--- config.mk ---
export PLATFORM = sky130hd
export DESIGN_NAME = webank_top
export DESIGN_NICKNAME = d
export VERILOG_FILES = /design/src/core/webank_pkg.sv /design/src/core/webank_top.sv /design/src/core/webank_sync.sv
export SDC_FILE = /design/constraint.sdc
export NUM_CORES = 1
export LEC_CHECK = 0
export BUFFER_PORTS_ARGS = -buffer_cell sky130_fd_sc_hd__buf_2
export CAP_MARGIN = 30
export CORE_MARGIN = 2
export CORE_UTILIZATION = 29
export DETAILED_ROUTE_END_ITERATION = 7
export GPL_ROUTABILITY_DRIVEN = 0
export GPL_TIMING_DRIVEN = 0
export HOLD_SLACK_MARGIN = 0.15
export SLEW_MARGIN = 15
export SYNTH_ARGS = -nofsm -noshare
export SYNTH_HDL_FRONTEND = slang
export SYNTH_SLANG_ARGS = --single-unit
--- constraint.sdc ---
create_clock -name clk -period 8.1 [get_ports clk]
set_clock_uncertainty 0.2 [all_clocks]
set_input_delay 2.43 -clock clk [delete_from_list [all_inputs] [get_ports clk]]
set_output_delay 2.43 -clock clk [all_outputs]
set_load 0.02 [all_outputs]
--- src/core/webank_pkg.sv ---
// Functional notes
// - active warnings readable as 16-bit mask
// - automatic mode: bits follow condition both ways
// - sticky mode: set on rise, hold until cleared
// - off mode: mask and indicator stay cleared
// - mode writes outside 1..3 are ignored
// - valid mode write acts now, saved nonvolatile
// - clear register: ones clear latched warnings
// - clear writes act only in sticky mode
// - warning bits 0..7 fixed positions
// - warning bits 8..15 fixed positions
// - controller-only warnings never set on meters
// - active errors readable as 16-bit mask
// - error bits at fixed positions, others unused
// - disable register: ones turn reporting off
// - disable readback nonzero per disabled warning
package webank_pkg;

  ////////////////////////////////////////////////////////////////////////////
  // register map, word addresses of the register port
  localparam logic [15:0] ADDR_WARN_STATUS = 16'h0301;
  localparam logic [15:0] ADDR_WARN_MODE = 16'h0303;
  localparam logic [15:0] ADDR_WARN_CLEAR = 16'h0304;
  localparam logic [15:0] ADDR_WARN_DISABLE = 16'h030A;
  localparam logic [15:0] ADDR_ERR_STATUS = 16'h0321;

  ////////////////////////////////////////////////////////////////////////////
  // handling mode encodings and reset values
  localparam logic [15:0] MODE_AUTO = 16'h0001;
  localparam logic [15:0] MODE_STICKY = 16'h0002;
  localparam logic [15:0] MODE_OFF = 16'h0003;
  localparam logic [15:0] RST_WARN_MODE = 16'h0001;
  localparam logic [15:0] RST_WARN_STATUS = 16'h0000;
  localparam logic [15:0] RST_WARN_DISABLE = 16'h0000;
  localparam logic [15:0] RST_ERR_STATUS = 16'h0000;

  ////////////////////////////////////////////////////////////////////////////
  // warning bit positions
  localparam int WB_NO_FLOW_VALVE_OPEN = 0;
  localparam int WB_NEG_FLOW = 1;
  localparam int WB_SETPOINT_UNREACHED = 2;
  localparam int WB_PRESSURE_RANGE = 3;
  localparam int WB_GAS_TEMP_RANGE = 4;
  localparam int WB_FLOW_VALVE_CLOSED = 5;
  localparam int WB_WATCHDOG = 6;
  localparam int WB_UNDERFLOW = 7;
  localparam int WB_OVERFLOW = 8;
  localparam int WB_ANALOG_IN_RANGE = 9;
  localparam int WB_NOT_MEASURING = 10;
  localparam int WB_SETPOINT_HIGH = 11;
  localparam int WB_BODY_TEMP_RANGE = 12;
  localparam int WB_VALVE_OFFLINE = 13;
  localparam int WB_GAS_PROPERTIES = 14;
  localparam int WB_POWER_UP = 15;

  // warnings that exist only on flow controller variants
  localparam logic [15:0] WARN_CTRL_ONLY = 16'h2A25;

  ////////////////////////////////////////////////////////////////////////////
  // error bit positions; all other bits are unused and read zero
  localparam int EB_NV_STORAGE = 0;
  localparam int EB_SENSOR_INCOMPAT = 2;
  localparam int EB_SENSOR_DAMAGED = 3;
  localparam int EB_SENSOR_SILENT = 4;
  localparam int EB_TEMP_SENSOR = 5;
  localparam int EB_ANALOG_IN = 7;
  localparam int EB_ANALOG_OUT = 8;
  localparam int EB_WIRELESS = 9;
  localparam logic [15:0] ERR_VALID = 16'h03BD;

  ////////////////////////////////////////////////////////////////////////////
  // register port request, one access per strobe
  typedef struct packed {
    logic wr;
    logic rd;
    logic [15:0] addr;
    logic [15:0] wdata;
  } webank_req_s;

  // answer to a register access
  typedef struct packed {
    logic ack;
    logic err;
    logic [15:0] rdata;
  } webank_rsp_s;

  // record handed to nonvolatile storage
  typedef struct packed {
    logic valid;
    logic [15:0] mode;
  } webank_nv_s;

endpackage

--- src/core/webank_top.sv ---
`timescale 1ns/1ps
// global warning and error status bank
module webank_top
  import webank_pkg::*;
(
  // clock and reset
  input wire logic clk,
  input wire logic resetn,
  // register port
  input wire webank_req_s req,
  output webank_rsp_s rsp,
  // raw condition pins
  input wire logic [15:0] warn_cond,
  input wire logic [15:0] err_cond,
  input wire logic ctrl_variant,
  // indicator and nonvolatile save
  output logic warn_led,
  output webank_nv_s nv_save
);

  ////////////////////////////////////////////////////////////////////////////
  // address decode helpers

  // true when the address hits any implemented register
  function automatic logic addr_mapped(input logic [15:0] a);
    addr_mapped = (a == ADDR_WARN_STATUS) || (a == ADDR_WARN_MODE) ||
                  (a == ADDR_WARN_CLEAR) || (a == ADDR_WARN_DISABLE) ||
                  (a == ADDR_ERR_STATUS);
  endfunction

  // write strobe for one register
  function automatic logic wr_hit(input webank_req_s r, input logic [15:0] a);
    wr_hit = r.wr && (r.addr == a);
  endfunction

  // mode value accepted only in 1..3
  function automatic logic mode_legal(input logic [15:0] m);
    mode_legal = (m == MODE_AUTO) || (m == MODE_STICKY) || (m == MODE_OFF);
  endfunction

  ////////////////////////////////////////////////////////////////////////////
  // synchronised inputs

  logic [15:0] warn_sync;
  logic [15:0] err_sync;
  logic variant_sync;
  logic [15:0] warn_map;
  logic [15:0] err_map;

  // warning levels cross in from the pins
  webank_sync #(
    .WIDTH(16)
  ) u_warn_sync (
    .clk(clk),
    .resetn(resetn),
    .async_in(warn_cond),
    .sync_out(warn_sync)
  );

  // error levels cross in from the pins
  webank_sync #(
    .WIDTH(16)
  ) u_err_sync (
    .clk(clk),
    .resetn(resetn),
    .async_in(err_cond),
    .sync_out(err_sync)
  );

  // the variant strap is a pin too, so it gets its own one-bit synchroniser
  webank_sync #(
    .WIDTH(1)
  ) u_strap_sync (
    .clk(clk),
    .resetn(resetn),
    .async_in(ctrl_variant),
    .sync_out(variant_sync)
  );

  ////////////////////////////////////////////////////////////////////////////
  // named bit positions

  // each warning source lands on its fixed bit of the mask
  always_comb
  begin
    warn_map = 16'h0000;
    // bits 0 to 7; controller-only sources are masked later by the variant
    warn_map[WB_NO_FLOW_VALVE_OPEN] = warn_sync[WB_NO_FLOW_VALVE_OPEN];
    warn_map[WB_NEG_FLOW] = warn_sync[WB_NEG_FLOW];
    warn_map[WB_SETPOINT_UNREACHED] = warn_sync[WB_SETPOINT_UNREACHED];
    warn_map[WB_PRESSURE_RANGE] = warn_sync[WB_PRESSURE_RANGE];
    warn_map[WB_GAS_TEMP_RANGE] = warn_sync[WB_GAS_TEMP_RANGE];
    warn_map[WB_FLOW_VALVE_CLOSED] = warn_sync[WB_FLOW_VALVE_CLOSED];
    warn_map[WB_WATCHDOG] = warn_sync[WB_WATCHDOG];
    warn_map[WB_UNDERFLOW] = warn_sync[WB_UNDERFLOW];
    // bits 8 to 15
    warn_map[WB_OVERFLOW] = warn_sync[WB_OVERFLOW];
    warn_map[WB_ANALOG_IN_RANGE] = warn_sync[WB_ANALOG_IN_RANGE];
    warn_map[WB_NOT_MEASURING] = warn_sync[WB_NOT_MEASURING];
    warn_map[WB_SETPOINT_HIGH] = warn_sync[WB_SETPOINT_HIGH];
    warn_map[WB_BODY_TEMP_RANGE] = warn_sync[WB_BODY_TEMP_RANGE];
    warn_map[WB_VALVE_OFFLINE] = warn_sync[WB_VALVE_OFFLINE];
    warn_map[WB_GAS_PROPERTIES] = warn_sync[WB_GAS_PROPERTIES];
    warn_map[WB_POWER_UP] = warn_sync[WB_POWER_UP];
  end

  // each error source lands on its fixed bit; the gaps stay zero
  always_comb
  begin
    err_map = 16'h0000;
    err_map[EB_NV_STORAGE] = err_sync[EB_NV_STORAGE];
    err_map[EB_SENSOR_INCOMPAT] = err_sync[EB_SENSOR_INCOMPAT];
    err_map[EB_SENSOR_DAMAGED] = err_sync[EB_SENSOR_DAMAGED];
    err_map[EB_SENSOR_SILENT] = err_sync[EB_SENSOR_SILENT];
    err_map[EB_TEMP_SENSOR] = err_sync[EB_TEMP_SENSOR];
    err_map[EB_ANALOG_IN] = err_sync[EB_ANALOG_IN];
    err_map[EB_ANALOG_OUT] = err_sync[EB_ANALOG_OUT];
    err_map[EB_WIRELESS] = err_sync[EB_WIRELESS];
    // bits 1, 6 and 10 to 15 have no source
  end

  ////////////////////////////////////////////////////////////////////////////
  // register state

  logic [15:0] mode_q;
  logic [15:0] disable_q;
  logic [15:0] status_q;
  logic [15:0] status_d;
  logic [15:0] cond_prev_q;
  logic [15:0] err_q;
  logic [15:0] avail;
  logic [15:0] eff_cond;
  logic [15:0] rise;
  logic [15:0] clr_bits;
  logic powerup_q;
  logic led_q;
  webank_rsp_s rsp_q;
  webank_nv_s nv_q;
  // decoded strobes
  logic access;
  logic mode_write;
  logic clear_write;
  logic disable_write;
  // next values
  logic [15:0] sticky_next;
  logic [15:0] rdata_d;
  logic led_d;

  ////////////////////////////////////////////////////////////////////////////
  // register port decode

  // a write and a read in one strobe still count as one access
  assign access = req.wr || req.rd;

  // only a legal value is a mode write at all; the rest is acked and dropped
  assign mode_write = wr_hit(req, ADDR_WARN_MODE) && mode_legal(req.wdata);

  // clear strobes outside sticky mode are dropped here
  assign clear_write = wr_hit(req, ADDR_WARN_CLEAR) && (mode_q == MODE_STICKY);

  // zeros are harmless, so any write to the disable word is taken
  assign disable_write = wr_hit(req, ADDR_WARN_DISABLE);

  ////////////////////////////////////////////////////////////////////////////
  // power-up warning source

  // held for the first cycle after release so bit 15 sees a rising edge
  // a later reset raises it again, just like a power cycle
  always_ff @(posedge clk)
  begin
    if (!resetn)
      powerup_q <= 1'b1;
    else
      powerup_q <= 1'b0;
  end

  ////////////////////////////////////////////////////////////////////////////
  // condition qualification

  // meter variants mask off the controller-only warnings
  always_comb
  begin
    avail = variant_sync ? 16'hFFFF : ~WARN_CTRL_ONLY;
    eff_cond = warn_map & avail & ~disable_q;
    // power-up bit is forced on for the first cycle after release
    eff_cond[WB_POWER_UP] = (warn_map[WB_POWER_UP] | powerup_q)
                            & ~disable_q[WB_POWER_UP];
  end

  // previous condition for edge detection, taken after the synchroniser
  always_ff @(posedge clk)
  begin
    if (!resetn)
      cond_prev_q <= '0;
    else
      cond_prev_q <= eff_cond;
  end

  assign rise = eff_cond & ~cond_prev_q;

  ////////////////////////////////////////////////////////////////////////////
  // handling mode register

  // illegal values leave the mode as it stands
  always_ff @(posedge clk)
  begin
    if (!resetn)
      mode_q <= RST_WARN_MODE;
    else if (mode_write)
      mode_q <= req.wdata;
  end

  // a valid write is also handed to nonvolatile storage as a pulse
  always_ff @(posedge clk)
  begin
    if (!resetn)
    begin
      nv_q.valid <= 1'b0;
      nv_q.mode <= RST_WARN_MODE;
    end
    else
    begin
      nv_q.valid <= mode_write;
      if (mode_write)
        nv_q.mode <= req.wdata;
    end
  end

  ////////////////////////////////////////////////////////////////////////////
  // per-warning disable register

  // ones turn reporting off; zeros never re-enable
  always_ff @(posedge clk)
  begin
    if (!resetn)
      disable_q <= RST_WARN_DISABLE;
    else if (disable_write)
      disable_q <= disable_q | req.wdata;
  end

  ////////////////////////////////////////////////////////////////////////////
  // warning status

  // clear bits only count in sticky mode
  assign clr_bits = clear_write ? req.wdata : 16'h0000;

  // sticky keeps what is latched, drops cleared bits, then lets new rises in
  assign sticky_next = (status_q & ~clr_bits) | rise;

  // next status per mode; a rise in the clear cycle wins over the clear
  always_comb
  begin
    status_d = status_q;
    unique case (mode_q)
      MODE_AUTO: status_d = eff_cond;
      MODE_STICKY: status_d = sticky_next;
      MODE_OFF: status_d = 16'h0000;
      default: status_d = 16'h0000;
    endcase
    status_d = status_d & avail & ~disable_q;
  end

  always_ff @(posedge clk)
  begin
    if (!resetn)
      status_q <= RST_WARN_STATUS;
    else
      status_q <= status_d;
  end

  ////////////////////////////////////////////////////////////////////////////
  // indicator

  // taken from the next status, so the indicator never lags the mask
  assign led_d = |status_d;

  // lit whenever any reported bit is set, so it shares the mode handling
  always_ff @(posedge clk)
  begin
    if (!resetn)
      led_q <= 1'b0;
    else
      led_q <= led_d;
  end

  ////////////////////////////////////////////////////////////////////////////
  // error status

  // live copy, only the assigned positions survive
  always_ff @(posedge clk)
  begin
    if (!resetn)
      err_q <= RST_ERR_STATUS;
    else
      err_q <= err_map & ERR_VALID;
  end

  ////////////////////////////////////////////////////////////////////////////
  // register read and answer

  // read mux; only words with a value to show are decoded
  always_comb
  begin
    rdata_d = 16'h0000;
    if (req.rd)
    begin
      // the write-only clear word falls to the default and reads zero
      unique case (req.addr)
        ADDR_WARN_STATUS: rdata_d = status_q;
        ADDR_WARN_MODE: rdata_d = mode_q;
        ADDR_WARN_DISABLE: rdata_d = disable_q;
        ADDR_ERR_STATUS: rdata_d = err_q;
        default: rdata_d = 16'h0000;
      endcase
    end
  end

  // answer one cycle after the strobe; unmapped addresses flag an error
  always_ff @(posedge clk)
  begin
    if (!resetn)
    begin
      rsp_q.ack <= 1'b0;
      rsp_q.err <= 1'b0;
      rsp_q.rdata <= 16'h0000;
    end
    else
    begin
      rsp_q.ack <= access;
      rsp_q.err <= access && !addr_mapped(req.addr);
      rsp_q.rdata <= rdata_d;
    end
  end

  ////////////////////////////////////////////////////////////////////////////
  // outputs

  assign rsp = rsp_q;
  assign nv_save = nv_q;
  assign warn_led = led_q;

endmodule

--- src/core/webank_sync.sv ---
`timescale 1ns/1ps
// two-flop synchroniser for condition pins
module webank_sync
  import webank_pkg::*;
#(
  parameter int WIDTH = 16
)
(
  // clock and reset
  input wire logic clk,
  input wire logic resetn,
  // asynchronous levels in
  input wire logic [WIDTH-1:0] async_in,
  // synchronised levels out
  output logic [WIDTH-1:0] sync_out
);

  logic [WIDTH-1:0] meta_q;
  logic [WIDTH-1:0] sync_q;

  ////////////////////////////////////////////////////////////////////////////
  // first stage is read only by the second stage
  always_ff @(posedge clk)
  begin
    if (!resetn)
    begin
      meta_q <= '0;
      sync_q <= '0;
    end
    else
    begin
      meta_q <= async_in;
      sync_q <= meta_q;
    end
  end

  assign sync_out = sync_q;

endmodule

Word level (Yosys, flattened, before mapping)
Cells that the tools add are included. Widths: inputs -> output; s select.

Bitwise logic cells: 14. Reduce and logical (&&, ||, !) cells: 16. Equality and inequality tests: 10. Multiplexer cells: 5.

Operators with widths (count): $eq 16x10->1 const B (5); $and 16x16->16 (4); $pmux 16 s4 (1); $eq 16x2->1 const B (3); $not 16->16 (3); $eq 16x1->1 const B (2); $or 16x16->16 (2); $pmux 16 s2 (1); $and 15x15->15 (2); $mux 16 (1); $reduce_or 16->1 (1); $mux 14 (1); $logic_or 1x1->1 (7); $logic_and 1x1->1 (6); $reduce_and 2->1 (1); $and 1x1->1 (1); $logic_not 1->1 (1); $mux 1 (1); $not 1->1 (1); $or 1x1->1 (1).

Bits in registers: 155. Bits of input ports: 69.

Logic depth before layout (Yosys ltp)
Gate-level depths: netlist (run 1).

Depth in word-level cells: 11. Depth in mapped cells: 9.

By module
Synthesis (run 1) repeated with hierarchy kept, for this count alone.

Cells, all modules: 532. Area, all modules: 5566.6 µm².

By module, submodules not included: webank_top (times used 1, area an instance 3722.3 µm², cells an instance 394); webank_sync at u_err_sync ... (times used 2, area an instance 895.9 µm², cells an instance 67); webank_sync at u_strap_sync (times used 1, area an instance 52.6 µm², cells an instance 4).

Least setup slack after synthesis (run 1)
No wires, ideal clock.

Kind: in2reg. From: in req[27] (netlist name). To: reg led_q, in the netlist warn_led. Arrival: 4.431 ns. Setup slack: 3.349 ns. Path buffers: 0. Stages on the path: 7. Path through: nor4b_2 -> and4_1 -> nand3_1 -> o2bb2ai_1 -> or4_1 -> or4b_1 -> o31a_1.

Longest elaborated chain between the ends: 11.

Ends and longest elaborated chain: start: declaration (RTL line webank_top.sv:10) `input wire webank_req_s req,`; $eq 16x10->1 (RTL line webank_top.sv:33) `wr_hit = r.wr && (r.addr == a);`; $logic_and 1x1->1 (RTL line webank_top.sv:33); $logic_and 1x1->1 (RTL line webank_top.sv:159) `assign clear_write = wr_hit(req, ADDR_WARN_CLEAR) && (mode_q == MODE_STICKY);`; $mux 16 (RTL line webank_top.sv:245) `assign clr_bits = clear_write ? req.wdata : 16'h0000;`; $not 16->16 (RTL line webank_top.sv:248) `assign sticky_next = (status_q & ~clr_bits) | rise;`; $and 16x16->16 (RTL line webank_top.sv:248); $or 16x16->16 (RTL line webank_top.sv:248); $pmux 16 s2 (RTL line webank_top.sv:254) `unique case (mode_q)`; $and 16x16->16 (2 in a row) (RTL line webank_top.sv:260) `status_d = status_d & avail & ~disable_q;`; $reduce_or 16->1 (RTL line webank_top.sv:275) `assign led_d = |status_d;`; end signal: assignment (RTL line webank_top.sv:283) `led_q <= led_d;`; end: declaration (RTL line webank_top.sv:136) `logic led_q;`.

No other way between the ends. A chain may end at the register's enable or synchronous reset.

Worst setup path in the final report (run 1)
From: in req[27] (netlist name). To: reg nv_q (netlist bit nv_save[10]).

Longest elaborated chain between the ends: 3.

Ends and longest elaborated chain: $eq 16x10->1 (RTL line webank_top.sv:33); $logic_and 1x1->1 (RTL line webank_top.sv:33); $logic_and 1x1->1 (RTL line webank_top.sv:156) `assign mode_write = wr_hit(req, ADDR_WARN_MODE) && mode_legal(req.wdata);`; end: declaration (RTL line webank_top.sv:138) `webank_nv_s nv_q;`.

No other way between the ends.

==> flow_summary.html, run 1 <==
<table>
<tr><th>Metric</th><th>Value</th></tr>
<tr><th colspan="2">Routing</th></tr>
<tr><td>Routed vias</td><td>4131</td></tr>
<tr><td>Final wirelength</td><td>approximately 14000 um</td></tr>
<tr><td>Iteration count of the initial detailed-routing pass</td><td>6</td></tr>
<tr><td>Post-detailed-route wirelength per cell</td><td>16.6 um</td></tr>
<tr><td>Count of routing violations after the opening detailed-route iteration</td><td>around 360</td></tr>
<tr><td>Vias/cell</td><td>4.85</td></tr>
<tr><td>Number of design rule violations left after detail routing</td><td>0</td></tr>
<tr><td>Number of antenna-violating nets in the routed design</td><td>0</td></tr>
<tr><th colspan="2">Clocking</th></tr>
<tr><td>Hold_buf cts</td><td>0</td></tr>
<tr><td>CTS Root Cell</td><td>clkbuf_16</td></tr>
<tr><td>Clock tree from TritonCTS</td><td>yes</td></tr>
<tr><td>Post CTS Setup Buffer Count</td><td>0</td></tr>
<tr><td>Worst-Skew Late Latency</td><td>around 0.42 ns</td></tr>
<tr><td>Buffers from clock root to sink, at most</td><td>2</td></tr>
<tr><td>Post-cts sizing count</td><td>0</td></tr>
<tr><td>Number of sinks on the clock net</td><td>about 140</td></tr>
<tr><td>H-Tree Level Count</td><td>4</td></tr>
<tr><td>Number of buffers created by CTS</td><td>17</td></tr>
<tr><td>CTS clk-pin slew, worst paths</td><td>~0.05 ns</td></tr>
<tr><th colspan="2">Power and ir drop</th></tr>
<tr><td>Power per Cell Area</td><td>roughly 250 mW/mm2</td></tr>
<tr><td>Total leakage power</td><td>~2.5 nW</td></tr>
<tr><td>Part of the total power dissipated in combinational logic</td><td>0.038</td></tr>
<tr><td>Relative contribution of sequential cells to total power</td><td>0.454</td></tr>
<tr><td>Clock network fraction of design power</td><td>0.508</td></tr>
<tr><td>Cell Int Power</td><td>1.28 mW</td></tr>
<tr><td>Switching power</td><td>roughly 330 uW</td></tr>
<tr><td>Worst vdd ir</td><td>around 0.17 mV</td></tr>
<tr><td>Switching power share of the total</td><td>0.203</td></tr>
<tr><th colspan="2">Worst setup path</th></tr>
<tr><td>Critical path class</td><td>input pin to register</td></tr>
<tr><td>Crit path largest cell delay</td><td>between 0.4 and 0.5 ns</td></tr>
<tr><td>Slowest cell on crit path</td><td>or4b_1</td></tr>
<tr><td>Delay-heaviest family, CP</td><td>simple AND/OR/NAND/NOR gates</td></tr>
<tr><td>CP Data Arrival Time</td><td>about 5 ns</td></tr>
<tr><td>Destination of the worst register-to-register timing path</td><td>warn_led</td></tr>
<tr><td>Cells traversed along the worst timing path</td><td>buf_2 &gt; nor4b_2 &gt; nand4_1 &gt; or4b_1 &gt; buf_2 &gt; nor3b_4 &gt; o2111a_2 &gt; nor2_1 &gt; buf_6 &gt; and2_1</td></tr>
<tr><td>Register-to-register setup slack</td><td>a little over 5 ns</td></tr>
<tr><td>Most used cell, CP</td><td>buf_2</td></tr>
<tr><td>Critical Path Fanout Max</td><td>10</td></tr>
<tr><td>Reg-to-reg startpoint</td><td>nv_save[0]</td></tr>
<tr><td>Req. time, crit path</td><td>just over 8 ns</td></tr>
<tr><td>Count of buffering cells on the critical path with inverters included</td><td>3</td></tr>
<tr><td>Kind of start point of the critical path</td><td>input pin</td></tr>
<tr><td>Capturing element type of the critical path</td><td>register</td></tr>
<tr><td>Worst Reg2Reg Path Length in Cells</td><td>9</td></tr>
<tr><th colspan="2">Hold path</th></tr>
<tr><td>Origin of the worst min-delay path</td><td>u_warn_sync.meta_q[7]</td></tr>
<tr><td>Hold EP</td><td>u_warn_sync.sync_out[7]</td></tr>
<tr><td>Hold crit path type</td><td>register to register</td></tr>
<tr><td>Hold Path Depth</td><td>1</td></tr>
<tr><th colspan="2">Placement</th></tr>
<tr><td>Placed instance area</td><td>0.00581 mm2</td></tr>
<tr><td>Worst setup slack after placement</td><td>a little under 3 ns</td></tr>
<tr><td>Number of input and output port buffers inserted</td><td>96</td></tr>
<tr><td>HPWL reported at the end of detailed placement</td><td>about 11000 um</td></tr>
<tr><th colspan="2">Floorplan</th></tr>
<tr><td>Top Ports</td><td>approximately 110</td></tr>
<tr><td>Width of the die</td><td>~140 um</td></tr>
<tr><td>Vertical extent of the die</td><td>about 140 um</td></tr>
<tr><td>Total number of placement rows</td><td>48</td></tr>
<tr><td>Floorplan Core Area</td><td>approximately 0.017 mm2</td></tr>
<tr><td>Die area</td><td>approximately 0.018 mm2</td></tr>
<tr><td>Initial Utilization</td><td>0.294</td></tr>
<tr><th colspan="2">Yosys</th></tr>
<tr><td>Post-Synth XOR/XNOR Area</td><td>0</td></tr>
<tr><td>Flip-flop and latch count after synthesis</td><td>around 140</td></tr>
<tr><td>Share of synthesized cell area in and, or, nand and nor gates</td><td>0.293</td></tr>
<tr><td>Avg Cell Area, Syn</td><td>around 10 um2</td></tr>
<tr><td>Proportion of synthesized area in mux cells</td><td>0.00398</td></tr>
<tr><td>Number of enable flip-flop cells after synthesis</td><td>0</td></tr>
<tr><td>Share of the yosys chip area belonging to registers</td><td>0.568</td></tr>
<tr><td>Synth Flop Type</td><td>dfxtp_1</td></tr>
<tr><td>Post-synthesis cell area</td><td>a little over 0.005 mm2</td></tr>
<tr><td>Share of synthesized registers carrying an async set or reset</td><td>0</td></tr>
<tr><td>Dominant combinational cell family by area after synthesis</td><td>simple AND/OR/NAND/NOR gates</td></tr>
<tr><td>Yosys synthesis warning count</td><td>0</td></tr>
<tr><td>Fraction of the mapped netlist area in compound gates</td><td>0.111</td></tr>
<tr><td>Adder and majority cell fraction of the synthesized area</td><td>0</td></tr>
<tr><td>Post-Syn Nets</td><td>568</td></tr>
<tr><td>Number of distinct library cell variants in the gate-level netlist after synthesis</td><td>slightly below 50</td></tr>
<tr><td>Post-synthesis cell count</td><td>~500</td></tr>
<tr><th colspan="2">STA</th></tr>
<tr><td>Worst hold-check slack</td><td>approximately 0.23 ns</td></tr>
<tr><td>Worst Tran Pin Value</td><td>between 0.9 and 1 ns</td></tr>
<tr><td>Setup repair after global routing missed its margin</td><td>no</td></tr>
<tr><td>Share of the clock period used by the worst path after layout</td><td>0.592</td></tr>
<tr><td>Total setup violations reported at the end of the flow</td><td>0</td></tr>
<tr><td>Count of endpoints failing hold in the final timing report</td><td>0</td></tr>
<tr><td>Max-slew headroom at the worst pin</td><td>0.377</td></tr>
<tr><td>Count of final max-slew check failures</td><td>0</td></tr>
<tr><td>Clock period minus worst slack</td><td>between 4 and 5 ns</td></tr>
<tr><td>Final setup TNS</td><td>0 ns</td></tr>
<tr><td>Max Fclk</td><td>0.209 GHz</td></tr>
<tr><td>Crit path setup slack, layout</td><td>about 3.3 ns</td></tr>
<tr><th colspan="2">Final layout</th></tr>
<tr><td>Post-Layout Inst Area</td><td>~0.0064 mm2</td></tr>
<tr><td>Fill cell count</td><td>1750</td></tr>
<tr><td>Number of diodes</td><td>0</td></tr>
<tr><td>Layout overhead on the synthesized area</td><td>27.7%</td></tr>
<tr><td>Leading cell type in the layout, fill and taps excluded</td><td>dfxtp_1</td></tr>
<tr><td>Highest-count cells in the layout ignoring fill and taps</td><td>dfxtp_1 (143), buf_2 (99), and2_1 (83), nor2_1 (46), a21oi_1 (34)</td></tr>
<tr><td>Final Net Count</td><td>about 680</td></tr>
<tr><td>Final core utilization</td><td>0.376</td></tr>
<tr><td>Fraction of final layout cells with drive strength greater than 1</td><td>0.228</td></tr>
<tr><th colspan="2">Global route</th></tr>
<tr><td>Total global routing overflow</td><td>0</td></tr>
<tr><td>Number of antenna violations at the first check in global routing</td><td>1</td></tr>
<tr><td>Largest net degree at the start of global routing</td><td>17</td></tr>
<tr><td>Overall routing resource usage</td><td>0.162</td></tr>
<tr><td>First-pass GRT wire length</td><td>between 20000 and 25000 um</td></tr>
<tr><td>Via count of the first global-routing pass</td><td>roughly 4.1k</td></tr>
<tr><th colspan="2">Run</th></tr>
<tr><td>Number of violations of the max-capacitance limit</td><td>0</td></tr>
<tr><th colspan="2">Outcome</th></tr>
<tr><td>Status</td><td>finished, final reports clean</td></tr>
</table>
## cell type report
cell class | count | area [um2] | share of cell area
Multi-Input combinational cell | 327 | 2060 | 0.320
Clock buffer | 21 | 460 | 0.0716
Sequential cell | 143 | 2860 | 0.445
Tap cell | 225 | 282 | 0.0438
Timing Repair Buffer | 97 | 485 | 0.0755
Clock inverter | 10 | 161 | 0.0251
Inverter | 5 | 18.8 | 0.00292
Buffer | 24 | 100 | 0.0156
## power groups by stage
stage	Clock, mW	Combinational, mW	Sequential [mW]
floorplan	0	0.0273	0.741
global placement	0	0.0594	0.742
detailed placement	0	0.0603	0.743
CTS	0.826	0.0604	0.727
global route	0.864	0.0663	0.729
finish	0.814	0.0602	0.728
## synth_stat cells (all sizes together), types with 8 or more instances
master | n | area, um2
o21ai | 15 | 75.1
a21oi | 34 | 170
a222oi | 8 | 80.1
nand3b | 19 | 143
dfxtp | 143 | 2860
and2 | 83 | 519
clkbuf | 21 | 78.8
nor4 | 12 | 96.3
nand2 | 13 | 48.8
a22oi | 16 | 120
nor2 | 46 | 173
nor3b | 14 | 121
## worst max path at each step
stage | startpoint | endpoint | cells after the start
5_1_grt | req[23] | warn_led | 8
3_3_place_gp | req[27] | rsp[8] | 7
3_5_place_dp | req[23] | warn_led | 8
2_1_floorplan | req[27] | warn_led | 7
6_report | req[27] | nv_save[10] | 10
4_1_cts | req[27] | nv_save[10] | 10
## per-layer routing
layer / up-vias / global-route usage / wire length (um)
met4: 2 / 0.0874 / 505
li1: 1999 / - / -
met3: 38 / 0.0404 / 1050
met5: - / 0 / 8
met2: 200 / 0.243 / 6170
met1: 1892 / 0.214 / 6430
## logic make-up after synthesis
logic type,after synthesis
AO/OA/AOI/OAI,88
buffers and inverters,29
flip-flops,143
multiplexers,2
AND/OR/NAND/NOR,237
## state kept, by name, summed over array words and instances (netlist names), 16 cells and up
register	cells
u_warn_sync.meta_q	16
cond_prev_q	16
u_warn_sync.sync_out	16
status_q	16
disable_q	16
rsp	18
nv_save	17
## per-stage QoR
| step | cells | total power, mW |
|---|---|---|
| floorplan | 499 | 0.768 |
| global placement | 820 | 0.802 |
| detailed placement | 821 | 0.803 |
| CTS | 852 | 1.61 |
| global route | 852 | 1.66 |
| finish | 852 | 1.60 |
No activity file was read; power rests on OpenSTA's default activity.
==> run 2, diff against run 1 <==
--- a/config.mk
+++ b/config.mk
@@ -5,6 +5,7 @@
 export SDC_FILE = /design/constraint.sdc
 export NUM_CORES = 1
 export LEC_CHECK = 0
+export ABC_AREA = 1
 export BUFFER_PORTS_ARGS = -buffer_cell sky130_fd_sc_hd__buf_2
 export CAP_MARGIN = 30
 export CORE_MARGIN = 2
==> constraint.sdc (replaced) <==
create_clock -name clk -period 4.7 [get_ports clk]
set_clock_uncertainty 0.2 [all_clocks]
set_input_delay 1.41 -clock clk [delete_from_list [all_inputs] [get_ports clk]]
set_output_delay 1.41 -clock clk [all_outputs]
set_load 0.02 [all_outputs]
==> run 2 against run 1 <==
Effect of this change: utilization decreased by 0.59 points; area after synthesis increased by 5.3%; sequential power increased by 72%; cell count increased by 24%; sequential share of layout area decreased by 1.4 points; wire length increased by 0.60%; clock power increased by 60%; synthesized cell count increased by 39%; non-clock buffer count decreased by 3; total power increased by 66%; global-route usage decreased by 1.0 points.
==> flow_summary.html, run 2 <==
<table>
<tr><th>Metric</th><th>Value</th></tr>
<tr><th colspan="2">Final layout</th></tr>
<tr><td>Number of flip-flops in the largest register</td><td>18</td></tr>
<tr><td>Non-filler cells, final</td><td>1053</td></tr>
<tr><td>Fill cell count</td><td>1908</td></tr>
<tr><td>Layout overhead on the synthesized area</td><td>25.3%</td></tr>
<tr><td>Number of diodes</td><td>0</td></tr>
<tr><td>Final Net Count</td><td>~900</td></tr>
<tr><td>Highest-count cells in the layout ignoring fill and taps</td><td>nand2_1 (173), dfxtp_1 (143), inv_1 (110), buf_2 (101), nor2_1 (86)</td></tr>
<tr><td>Final core utilization</td><td>0.370</td></tr>
<tr><td>Combined area of the multi-input logic cells</td><td>approximately 0.0019 mm2</td></tr>
<tr><td>Fraction of final layout cells with drive strength greater than 1</td><td>0.201</td></tr>
<tr><td>Leading cell type in the layout, fill and taps excluded</td><td>nand2_1</td></tr>
<tr><td>Area of all sequential standard cells</td><td>between 0.002 and 0.003 mm2</td></tr>
<tr><th colspan="2">Placement</th></tr>
<tr><td>Number of placed instances, taps included</td><td>1021</td></tr>
<tr><td>Worst setup slack after placement</td><td>~1.2 ns</td></tr>
<tr><td>HPWL reported at the end of detailed placement</td><td>between 10000 and 15000 um</td></tr>
<tr><td>Number of input and output port buffers inserted</td><td>96</td></tr>
<tr><th colspan="2">Global route</th></tr>
<tr><td>Total global routing overflow</td><td>0</td></tr>
<tr><td>Most Crowded Layer GR</td><td>met2</td></tr>
<tr><td>Largest net degree at the start of global routing</td><td>17</td></tr>
<tr><td>First-pass GRT wire length</td><td>~23000 um</td></tr>
<tr><td>Met2 Usage GRT</td><td>0.235</td></tr>
<tr><td>Met1 capacity usage during global routing</td><td>0.205</td></tr>
<tr><td>GR Util met3</td><td>0.0335</td></tr>
<tr><td>Overall routing resource usage</td><td>0.152</td></tr>
<tr><td>Number of antenna violations at the first check in global routing</td><td>0</td></tr>
<tr><td>Via count of the first global-routing pass</td><td>4306</td></tr>
<tr><th colspan="2">Yosys</th></tr>
<tr><td>Flip-flop and latch count after synthesis</td><td>roughly 140</td></tr>
<tr><td>Share of synthesized registers carrying an async set or reset</td><td>0</td></tr>
<tr><td>Post-synthesis cell area</td><td>between 0.005 and 0.006 mm2</td></tr>
<tr><td>Avg Cell Area, Syn</td><td>7.62 um2</td></tr>
<tr><td>Cell types with the largest area share after synthesis</td><td>dfxtp_1 (54%), nand2_1 (12%), inv_1 (7.8%), nor2_1 (6.1%), nand3_1 (4.3%)</td></tr>
<tr><td>Cell type with the largest total area after synthesis</td><td>dfxtp_1</td></tr>
<tr><td>Number of enable flip-flop cells after synthesis</td><td>0</td></tr>
<tr><td>Commonest cells in the synthesized netlist</td><td>nand2_1 (173), dfxtp_1 (143), inv_1 (110), nor2_1 (86), nand3_1 (46)</td></tr>
<tr><td>Number of distinct library cell variants in the gate-level netlist after synthesis</td><td>28</td></tr>
<tr><td>Synth Flop Type</td><td>dfxtp_1</td></tr>
<tr><td>Most frequent cell after synthesis</td><td>nand2_1</td></tr>
<tr><td>Post-synthesis cell count</td><td>roughly 700</td></tr>
<tr><td>Share of the yosys chip area belonging to registers</td><td>0.540</td></tr>
<tr><td>Share of Yosys cell area claimed by the top area cell type</td><td>0.540</td></tr>
<tr><td>Post-Syn Nets</td><td>between 700 and 800</td></tr>
<tr><td>Yosys synthesis warning count</td><td>0</td></tr>
<tr><th colspan="2">Clocking</th></tr>
<tr><td>H-Tree Level Count</td><td>4</td></tr>
<tr><td>Number of buffers created by CTS</td><td>17</td></tr>
<tr><td>Post CTS Setup Buffer Count</td><td>0</td></tr>
<tr><td>Post-cts sizing count</td><td>0</td></tr>
<tr><td>Buffers from clock root to sink, at most</td><td>2</td></tr>
<tr><td>Number of sinks on the clock net</td><td>about 140</td></tr>
<tr><td>CTS Root Cell</td><td>clkbuf_16</td></tr>
<tr><td>Hold_buf cts</td><td>0</td></tr>
<tr><td>Worst-Skew Late Latency</td><td>0.42 ns</td></tr>
<tr><td>Clock tree from TritonCTS</td><td>yes</td></tr>
<tr><td>CTS clk-pin slew, worst paths</td><td>~0.060 ns</td></tr>
<tr><th colspan="2">STA</th></tr>
<tr><td>Worst Tran Pin Value</td><td>just under 0.7 ns</td></tr>
<tr><td>Crit path setup slack, layout</td><td>about 1.7 ns</td></tr>
<tr><td>Total setup violations reported at the end of the flow</td><td>0</td></tr>
<tr><td>Count of endpoints failing hold in the final timing report</td><td>0</td></tr>
<tr><td>Clock period minus worst slack</td><td>between 3 and 4 ns</td></tr>
<tr><td>Count of final max-slew check failures</td><td>0</td></tr>
<tr><td>Share of the clock period used by the worst path after layout</td><td>0.648</td></tr>
<tr><td>Max-slew headroom at the worst pin</td><td>0.549</td></tr>
<tr><td>Final setup TNS</td><td>0 ns</td></tr>
<tr><td>Max Fclk</td><td>~0.33 GHz</td></tr>
<tr><td>Setup repair after global routing missed its margin</td><td>no</td></tr>
<tr><th colspan="2">Routing</th></tr>
<tr><td>Number of antenna-violating nets in the routed design</td><td>0</td></tr>
<tr><td>Post-detailed-route wirelength per cell</td><td>~14 um</td></tr>
<tr><td>Iteration count of the initial detailed-routing pass</td><td>5</td></tr>
<tr><td>Vias/cell</td><td>about 4.4</td></tr>
<tr><td>Routed vias</td><td>around 4.6k</td></tr>
<tr><td>Number of design rule violations left after detail routing</td><td>0</td></tr>
<tr><td>Final wirelength</td><td>roughly 14000 um</td></tr>
<tr><td>Count of routing violations after the opening detailed-route iteration</td><td>331</td></tr>
<tr><th colspan="2">Run</th></tr>
<tr><td>Number of violations of the max-capacitance limit</td><td>0</td></tr>
<tr><th colspan="2">Worst setup path</th></tr>
<tr><td>Kind of start point of the critical path</td><td>input pin</td></tr>
<tr><td>CP Data Arrival Time</td><td>3.14 ns</td></tr>
<tr><td>Critical Path Fanout Max</td><td>10</td></tr>
<tr><td>Capturing element type of the critical path</td><td>register</td></tr>
<tr><td>Critical path class</td><td>input pin to register</td></tr>
<tr><td>Req. time, crit path</td><td>approximately 4.8 ns</td></tr>
<tr><th colspan="2">Outcome</th></tr>
<tr><td>Status</td><td>finished, final reports clean</td></tr>
<tr><th colspan="2">Floorplan</th></tr>
<tr><td>Vertical extent of the die</td><td>between 100 and 150 um</td></tr>
<tr><td>Floorplan Core Area</td><td>0.0180 mm2</td></tr>
<tr><td>Total number of placement rows</td><td>49</td></tr>
<tr><td>Width of the die</td><td>about 140 um</td></tr>
<tr><td>Initial Utilization</td><td>0.295</td></tr>
<tr><td>Die area</td><td>around 0.019 mm2</td></tr>
<tr><td>Top Ports</td><td>105</td></tr>
<tr><th colspan="2">Hold path</th></tr>
<tr><td>Hold crit path type</td><td>register to register</td></tr>
<tr><th colspan="2">Power and ir drop</th></tr>
<tr><td>Total power consumption of the routed design</td><td>about 2.7 mW</td></tr>
<tr><td>Worst vdd ir</td><td>0.295 mV</td></tr>
<tr><td>Total leakage power</td><td>approximately 3.3 nW</td></tr>
<tr><td>Power per Cell Area</td><td>approximately 400 mW/mm2</td></tr>
</table>
==> run 2: worst paths after layout <==
path | end | slack (ns) | cells after the start | from
setup / recovery | warn_led | 1.65 | 16 | req[31]
hold / removal | u_err_sync.sync_out[9] | 0.21 | 2 | u_err_sync.meta_q[9]
setup reg to reg | warn_led | 2.18 | 11 | nv_save[15]
hold reg to reg | u_err_sync.sync_out[9] | 0.21 | 2 | u_err_sync.meta_q[9]
==> run 2: kinds of logic after synthesis <==
logic type / count (synthesis) / share of synthesized area
and+or+nand+nor: 348 / 0.280
DFF: 143 / 0.540
buffers and inverters: 136 / 0.102
AOI/OAI and AO/OA: 69 / 0.0784
==> run 2: report_power, final <==
group,leakage [nW],internal (mW),switching [mW]
registers,1.17,1.24,0.0110
logic,1.89,0.0437,0.0692
clock network,0.286,0.804,0.496
==> run 2: metal layers <==
metal,vias up,wire [um]
met5,-,0
met4,0,301
met3,25,977
met1,2006,6620
li1,2397,-
met2,171,6350
==> run 2: worst max-delay path, cell delays in order <==
cell and delay (ns):
buf_2 0.09, nor2_1 0.09, nand2_1 0.08, nor2_1 0.15
nand2_1 0.11, nor2_4 0.23, buf_6 0.19, nand3_1 0.07
nand2_1 0.07, nand2_1 0.05, nand2_1 0.07, nand2_1 0.06
nor2_1 0.14, nand2_1 0.08, nor2_1 0.14, a21oi_1 0.11
==> run 2: metrics by stage <==
stage / hold WS, ns / cell area, um2
2_1_floorplan: 0.190 / 5300
3_3_place_gp: 0.195 / 6070
3_5_place_dp: 0.196 / 6070
4_1_cts: 0.209 / 6640
5_1_grt: 0.229 / 6640
6_report: 0.206 / 6640
==> run 2: area by class of cell <==
cell class	instances	area share
buffer	22	0.0168
clock buffer	21	0.0693
clock inverter	11	0.0173
inverter	114	0.0644
multi-input combinational	417	0.286
sequential	143	0.431
tap	229	0.0431
timing repair buffer	96	0.0723
